## src/common/rfcpd_defines.svh

```systemverilog
// Constants for the RF control pin decoder
`ifndef RFCPD_DEFINES_SVH
`define RFCPD_DEFINES_SVH
`define RFCPD_SYNC_STAGES   2
`define RFCPD_PWR_W         8
`define RFCPD_PWR_MAX_RST   8'hFF
`define RFCPD_PWR_THR_RST   8'h80
`define RFCPD_TUNER_RST     4'h0
`define RFCPD_STRAP_NC      1'b1
`define RFCPD_STRAP_GND     1'b0
`define RFCPD_I2C_ADDR_RST  7'h2A
`endif

```

## src/common/rfcpd_pkg.sv

```systemverilog
// Types for the RF control pin decoder
package rfcpd_pkg;
  typedef struct packed {
    logic rf_kill_n;
    logic proximity_power_limit_n;
    logic antenna_count_select;
  } rfcpd_pins_t;

  typedef struct packed {
    logic radio_on;
    logic flight_mode;
    logic power_limited;
    logic four_antennas;
  } rfcpd_state_t;

  typedef enum logic {RFCPD_TUNER_SERIAL, RFCPD_TUNER_GPO} rfcpd_tuner_mode_t;

  typedef enum logic [1:0] {RFCPD_SF_IDLE, RFCPD_SF_SHIFT, RFCPD_SF_DONE} rfcpd_sfe_state_t;
endpackage : rfcpd_pkg

```

## src/design/rfcpd_sync.sv

```systemverilog
// Two-flop level synchroniser, one lane per bit
`timescale 1ns/10ps
`default_nettype none
module rfcpd_sync #(
  parameter int WIDTH = 3,
  parameter logic [WIDTH-1:0] RST_VAL = '1
) (
  input  wire logic             mclk_i,
  input  wire logic             reset_i,
  input  wire logic [WIDTH-1:0] async_i,
  output logic      [WIDTH-1:0] sync_o
);
  if (WIDTH < 1) begin : g_bad_width
    $error("WIDTH must be at least one");
  end

  generate
    for (genvar g = 0; g < WIDTH; g++) begin : g_lane
      logic meta_q;
      logic stab_q;
      always_ff @(posedge mclk_i or posedge reset_i) begin
        if (reset_i) begin
          meta_q <= RST_VAL[g];
          stab_q <= RST_VAL[g];
        end else begin
          meta_q <= async_i[g];
          stab_q <= meta_q;
        end
      end
      assign sync_o[g] = stab_q;
    end
  endgenerate
endmodule : rfcpd_sync
`default_nettype wire

```

## src/design/rfcpd_top.sv

```systemverilog
// RF control pin decoder: kill, proximity, antenna select, tuner and straps
`timescale 1ns/10ps
`default_nettype none
`include "rfcpd_defines.svh"
module rfcpd_top
  import rfcpd_pkg::*;
#(
  parameter int PWR_W   = `RFCPD_PWR_W,
  parameter int TUNER_W = 4,
  parameter int SFE_W   = 8
) (
  input  wire logic               mclk_i,
  input  wire logic               reset_i,
  input  wire rfcpd_pins_t        pins_i,
  input  wire logic               kill_ignore_i,
  input  wire logic               cmd_rf_on_i,
  input  wire logic [PWR_W-1:0]   default_max_pwr_i,
  input  wire logic [PWR_W-1:0]   thr_wdata_i,
  input  wire logic               thr_we_i,
  input  wire rfcpd_tuner_mode_t  tuner_mode_i,
  input  wire logic [TUNER_W-1:0] tuner_wdata_i,
  input  wire logic               tuner_we_i,
  input  wire logic [SFE_W-1:0]   sfe_wdata_i,
  input  wire logic               sfe_start_i,
  input  wire logic               sfe_sdata_i,
  input  wire logic               wake_req_i,
  input  wire logic               wake_clr_i,
  input  wire logic               i2c_scl_i,
  input  wire logic               i2c_sda_i,
  input  wire logic               i2c_sda_tx_i,
  output rfcpd_state_t            state_o,
  output logic [PWR_W-1:0]        max_pwr_o,
  output logic [TUNER_W-1:0]      tuner_gpo_o,
  output logic                    sfe_sclk_o,
  output logic                    sfe_sdata_o,
  output logic                    sfe_sdata_oe_n_o,
  output logic                    sfe_busy_o,
  output logic [3:0]              strap_o,
  output logic                    i2c_scl_seen_o,
  output logic                    i2c_sda_in_o,
  output logic                    i2c_sda_o,
  output logic                    i2c_sda_oe_n_o,
  output logic                    i2c_irq_n_o
);
  // Shifter needs two bits at least for its part-select
  if (PWR_W < 1 || PWR_W > 16) begin : g_bad_pwr_w
    $error("PWR_W out of range");
  end
  if (TUNER_W != 4) begin : g_bad_tuner_w
    $error("Tuner word must be four bits");
  end
  if (SFE_W < 2 || SFE_W > 64) begin : g_bad_sfe_w
    $error("SFE_W out of range");
  end

  // Idle levels of the pins are high: floating reads high
  logic [4:0] sync_w;
  rfcpd_sync #(.WIDTH(5), .RST_VAL(5'h1F)) u_sync (
    .mclk_i  (mclk_i),
    .reset_i (reset_i),
    .async_i ({pins_i.rf_kill_n, pins_i.proximity_power_limit_n,
               pins_i.antenna_count_select, i2c_scl_i, i2c_sda_i}),
    .sync_o  (sync_w)
  );

  logic kill_n_s;
  logic prox_n_s;
  logic ant_s;
  assign kill_n_s = sync_w[4];
  assign prox_n_s = sync_w[3];
  assign ant_s    = sync_w[2];

  // Radio enable: pin gated by config, and command always able to turn off
  logic radio_on_d;
  assign radio_on_d = cmd_rf_on_i && (kill_ignore_i || kill_n_s);

  rfcpd_state_t state_q;
  always_ff @(posedge mclk_i or posedge reset_i) begin
    if (reset_i) begin
      state_q <= '{radio_on: 1'b1, flight_mode: 1'b0, power_limited: 1'b0, four_antennas: 1'b0};
    end else begin
      state_q.radio_on      <= radio_on_d;
      state_q.flight_mode   <= !radio_on_d;
      state_q.power_limited <= !prox_n_s;
      state_q.four_antennas <= !ant_s;
    end
  end
  assign state_o = state_q;

  // Threshold setting
  logic [PWR_W-1:0] thr_q;
  always_ff @(posedge mclk_i or posedge reset_i) begin
    if (reset_i) begin
      thr_q <= PWR_W'(`RFCPD_PWR_THR_RST);
    end else if (thr_we_i) begin
      thr_q <= thr_wdata_i;
    end
  end

  // Never raise power above default when the threshold is set higher
  logic [PWR_W-1:0] max_pwr_q;
  always_ff @(posedge mclk_i or posedge reset_i) begin
    if (reset_i) begin
      max_pwr_q <= PWR_W'(`RFCPD_PWR_MAX_RST);
    end else if (!prox_n_s && thr_q < default_max_pwr_i) begin
      max_pwr_q <= thr_q;
    end else begin
      max_pwr_q <= default_max_pwr_i;
    end
  end
  assign max_pwr_o = max_pwr_q;

  // Parallel tuner word, only written in GPO mode and held in serial mode
  logic [TUNER_W-1:0] tuner_q;
  always_ff @(posedge mclk_i or posedge reset_i) begin
    if (reset_i) begin
      tuner_q <= `RFCPD_TUNER_RST;
    end else if (tuner_we_i && tuner_mode_i == RFCPD_TUNER_GPO) begin
      tuner_q <= tuner_wdata_i;
    end
  end
  assign tuner_gpo_o = tuner_q;

  // Serial front-end shifter: MSB first, data set as SCLK rises, steady while high
  rfcpd_sfe_state_t    sf_q;
  logic [SFE_W-1:0]    sf_shift_q;
  logic [$clog2(SFE_W+1)-1:0] sf_cnt_q;
  logic                sclk_q;
  logic                sdata_q;
  logic                busy_q;
  always_ff @(posedge mclk_i or posedge reset_i) begin
    if (reset_i) begin
      sf_q       <= RFCPD_SF_IDLE;
      sf_shift_q <= '0;
      sf_cnt_q   <= '0;
      sclk_q     <= 1'b0;
      sdata_q    <= 1'b0;
      busy_q     <= 1'b0;
    end else begin
      case (sf_q)
        RFCPD_SF_IDLE: begin
          sclk_q <= 1'b0;
          if (sfe_start_i && tuner_mode_i == RFCPD_TUNER_SERIAL) begin
            sf_shift_q <= sfe_wdata_i;
            sf_cnt_q   <= '0;
            busy_q     <= 1'b1;
            sf_q       <= RFCPD_SF_SHIFT;
          end
        end
        RFCPD_SF_SHIFT: begin
          if (!sclk_q) begin
            sdata_q <= sf_shift_q[SFE_W-1];
            sclk_q  <= 1'b1;
            sf_shift_q <= {sf_shift_q[SFE_W-2:0], 1'b0};
          end else begin
            sclk_q   <= 1'b0;
            sf_cnt_q <= sf_cnt_q + 1'b1;
            if (sf_cnt_q == ($clog2(SFE_W+1))'(SFE_W - 1)) sf_q <= RFCPD_SF_DONE;
          end
        end
        RFCPD_SF_DONE: begin
          sdata_q <= 1'b0;
          busy_q  <= 1'b0;
          sf_q    <= RFCPD_SF_IDLE;
        end
        default: sf_q <= RFCPD_SF_IDLE;
      endcase
    end
  end
  assign sfe_sclk_o  = sclk_q;
  assign sfe_sdata_o = sdata_q;
  assign sfe_busy_o  = busy_q;

  // Data line released while idle so a slave can answer on sfe_sdata_i
  logic sfe_oe_n_q;
  logic sfe_rd_q;
  always_ff @(posedge mclk_i or posedge reset_i) begin
    if (reset_i) begin
      sfe_oe_n_q <= 1'b1;
      sfe_rd_q   <= 1'b0;
    end else begin
      sfe_oe_n_q <= !(sf_q == RFCPD_SF_SHIFT);
      sfe_rd_q   <= sfe_sdata_i;
    end
  end
  assign sfe_sdata_oe_n_o = sfe_oe_n_q;

  // Fixed module-type strap pattern
  logic [3:0] strap_q;
  always_ff @(posedge mclk_i or posedge reset_i) begin
    if (reset_i) begin
      strap_q <= {`RFCPD_STRAP_NC, `RFCPD_STRAP_NC, `RFCPD_STRAP_GND, `RFCPD_STRAP_NC};
    end else begin
      strap_q <= {`RFCPD_STRAP_NC, `RFCPD_STRAP_NC, `RFCPD_STRAP_GND, `RFCPD_STRAP_NC};
    end
  end
  assign strap_o = strap_q;

  // Open drain: level always low, the enable alone decides
  logic sda_drv_q;
  always_ff @(posedge mclk_i or posedge reset_i) begin
    if (reset_i) begin
      sda_drv_q <= 1'b0;
    end else begin
      sda_drv_q <= 1'b0;
    end
  end

  // I2C target: never drives SCL; SDA only pulled low, released otherwise
  logic scl_q;
  logic sda_in_q;
  logic sda_oe_n_q;
  always_ff @(posedge mclk_i or posedge reset_i) begin
    if (reset_i) begin
      scl_q      <= 1'b1;
      sda_in_q   <= 1'b1;
      sda_oe_n_q <= 1'b1;
    end else begin
      scl_q      <= sync_w[1];
      sda_in_q   <= sync_w[0];
      sda_oe_n_q <= i2c_sda_tx_i;
    end
  end
  assign i2c_scl_seen_o = scl_q;
  assign i2c_sda_in_o   = sda_in_q;
  assign i2c_sda_o      = sda_drv_q;
  assign i2c_sda_oe_n_o = sda_oe_n_q;

  // Wake request is sticky; a request in the clear cycle wins
  logic irq_n_q;
  always_ff @(posedge mclk_i or posedge reset_i) begin
    if (reset_i) begin
      irq_n_q <= 1'b1;
    end else if (wake_req_i) begin
      irq_n_q <= 1'b0;
    end else if (wake_clr_i) begin
      irq_n_q <= 1'b1;
    end
  end
  assign i2c_irq_n_o = irq_n_q;
endmodule : rfcpd_top
`default_nettype wire

```

## config.mk

```make
export PLATFORM = sky130hd
export DESIGN_NAME = rfcpd_top
export DESIGN_NICKNAME = d
export VERILOG_FILES = /design/src/common/rfcpd_pkg.sv /design/src/design/rfcpd_sync.sv /design/src/design/rfcpd_top.sv
export VERILOG_INCLUDE_DIRS = /design/src /design/src/common
export SDC_FILE = /design/constraint.sdc
export NUM_CORES = 1
export LEC_CHECK = 0
export ABC_AREA = 1
export BUFFER_PORTS_ARGS = -buffer_cell sky130_fd_sc_hd__buf_2
export CAP_MARGIN = 10
export CORE_MARGIN = 2
export CORE_UTILIZATION = 31
export DETAILED_ROUTE_END_ITERATION = 10
export GPL_TIMING_DRIVEN = 0
export SYNTH_ARGS = -nofsm -noshare
export SYNTH_HDL_FRONTEND = slang
export SYNTH_SLANG_ARGS = --single-unit
```

## constraint.sdc

```tcl
create_clock -name mclk_i -period 2 [get_ports mclk_i]
set_clock_uncertainty 0.05 [all_clocks]
set_input_delay 0.2 -clock mclk_i [delete_from_list [all_inputs] [get_ports mclk_i]]
set_output_delay 0.2 -clock mclk_i [all_outputs]
set_load 0.03 [all_outputs]
```

==> results.toml <==
[sta]
fin_crit_sh = 0.849
setup_tns_ns = 0
timing.final.ws_setup_ns = 0.303
tightest_slew_ns = 0.567
clock.fmax_mhz = 589
slew_headroom = 0.622
rsz0062_at_grt = "no"
slew_violations = 0
period_needed_ns = 1.70
whs_ns = 0.0495
setup_viol = 0
hold_viol = 0

[power]
power.density_nw_per_um2 = 1050
power_frac_seq = 0.465
p_total_mw = 3.18
p_clk_frac = 0.187
swShare = 0.358
p_int_mw = 2.04
power_frac_comb = 0.348
switchingPower_mw = 1.14
vdd_drop_max_mv = 0.291
total_leakage_power_nw = 1.53

[die]
die_w_um = 91.6
rows = 31
fp.dieH_um = 91.6
core_um2 = 7330
start_util = 0.324
ioPinCount = 74
dieArea_um2 = 8390

[finish]
final_nets = 357
mostFrequentLayoutCell = "buf_2"
fin_area_um2 = 3030
antenna_cells = 0
final_cell_mix = "buf_2, nand2_1, inv_1, dfrtp_1, dfstp_2"
drive_gt1_frac = 0.452
area_growth_pct = 27.5
final_core_util = 0.413
final_cell_count_no_fill = 404
n_fill_cell = 734

[clock_network]
htreeDepth = 2
cts_tree = "yes"
cts_buffers = 5
clk_latency_ns = 0.30
cts.sinks = 56
cts_buffer_depth = 2
clk_transition_reported_paths_ns = 0.10
postCtsSetupBuffers = 0
cts-root-buf = "clkbuf_8"

[synth]
yosysWarnings = 0
netlist_instances = 219
ys_types = 26
netlist_area_um2 = 2380
syn_area_per_cell_um2 = 10.9
synth-seq-cells = 56
ys_seq_area_frac = 0.603

[worst_hold_path]
whs_path_depth = 3
hp-class = "input port to flop"

[routing]
drc = 0
vias_per_cell = 4.20
m1WireLength_um = 1860
vias = 1695
wl_per_cell_um = 10.3
drt_iter0_drc = 31
ant_nets = 0
wl_met3_um = 202
maxUsedRoutingLayer = "met4"
wl_met2_um = 2010
firstDrtPassIters = 4
wl_um = 4160

[critical_path]
cp_slowest_cell = "dfstp_2"
cp_max_fo = 9
max_stage_delay_ns = 0.55
crit_path_frequent_cell = "nand2_1"
cp_cell_sequence = "ha_1 > nand4_1 > nand3_1 > nor2_2 > nand2_2 > nand2_1 > nand2_1"
critPathCaptureType = "flop"
reg2reg_depth = 7
worstSetupPathType = "flop to flop"
startpoint_type = "flop"
critPathArrivalTime_ns = 1.88
crit_required_ns = 2.18

[placed_design]
dpl-instance-area_um2 = 2860
place.gp.congestion = 0.801
dp_cells = 388
numPortBuffers = 66
hpwl_um = 3200
post-place-ws_ns = 0.293

[run]
cap_violations = 0

[grt]
grt_pass1_vias = 1672
antenna_found_initial = 0
grt_usage = 0.108
grt_max_degree = 30
grt_pass1_wl_um = 7350
grt-ovfl-total = 0

[status]
outcome = "complete, no violations"
[layer usage]
| layer | global-route usage | up-vias |
|---|---|---|
| li1 | - | 860 |
| met2 | 0.186 | 46 |
| met3 | 0.0249 | 9 |
| met1 | 0.132 | 780 |
| met4 | 0.0379 | 0 |
| met5 | 0 | - |
[cells in the mapped netlist (all sizes together)]
| master | count | area [um^2] |
|---|---|---|
| nor2 | 11 | 62.6 |
| buf | 8 | 62.6 |
| conb | 2 | 7.51 |
| clkinv | 1 | 3.75 |
| nand4 | 1 | 6.26 |
| o211ai | 7 | 62.6 |
| inv | 33 | 124 |
| nand2 | 48 | 208 |
| mux2 | 11 | 124 |
| o21ai | 17 | 104 |
| nor3 | 1 | 5.00 |
| dfstp | 25 | 657 |
| a21oi | 3 | 15.0 |
| ha | 8 | 100 |
| dfrtp | 31 | 776 |
| nand3 | 12 | 60.1 |
[flip-flops by register name, indices dropped and copies added (netlist names), 2 cells and up]
name and count:
sf_cnt_q 4, tuner_gpo_o 4, sf_q 2, u_sync.g_lane.stab_q 5
sf_shift_q 8, thr_q 8, state_o 4, max_pwr_o 8
u_sync.g_lane.meta_q 5
[layout make-up]
cell class	instances	area (um^2)	share of cell area
flip-flops and latches	56	1430	0.473
repair buffers	75	430	0.142
multi-input cells	124	766	0.253
clock buffers	5	68.8	0.0227
inverters	34	128	0.0421
well taps	99	124	0.0409
clock inverters	3	18.8	0.00619
plain buffers	8	62.6	0.0206
[worst max-delay path, delay by kind of cell, from the launching register on]
family | cells | cell delay, ns
flip-flops | 1 | 0.55
AND/OR/NAND/NOR | 6 | 0.79
adder cells (fa/ha/maj) | 1 | 0.25
[power by group through the flow]
stage / Clock (mW) / Combinational (mW) / Sequential (mW)
final: 0.594 / 1.11 / 1.48
after global routing: 0.675 / 1.26 / 1.50
after CTS: 0.634 / 1.13 / 1.48
after detailed placement: 0 / 1.11 / 1.50
after global placement: 0 / 1.09 / 1.50
after floorplan: 0 / 0.700 / 1.65
[cell families after synthesis]
kind of cell	Yosys count	share of synthesized area
simple gates	73	0.144
flops	56	0.603
buf+inv	42	0.0800
compound gates	27	0.0763
mux	11	0.0521
fa+ha+maj	8	0.0421
other cells	2	0.00316
[timing repair]
item / in CTS / in global routing
resized for setup: 0 / 0
hold buffers: 8 / 0
endpoints found under the hold margin: 20 / 0
[worst paths after layout]
check | startpoint | end | slack (ns)
max | thr_q[7]$_DFFE_PP1P_ | max_pwr_o[7]$_DFF_PP1_ | 0.30
min | default_max_pwr_i[5] | max_pwr_o[5]$_DFF_PP1_ | 0.05
max reg2reg | thr_q[7]$_DFFE_PP1P_ | max_pwr_o[7]$_DFF_PP1_ | 0.30
min reg2reg | u_sync.g_lane[2].meta_q$_DFF_PP1_ | u_sync.g_lane[2].stab_q$_DFF_PP1_ | 0.31
max in group asynchronous | reset_i | max_pwr_o[7]$_DFF_PP1_ | 0.83
min in group asynchronous | reset_i | tuner_gpo_o[2]$_DFFE_PP0P_ | 0.45
Power figures use the tool's default switching activity.
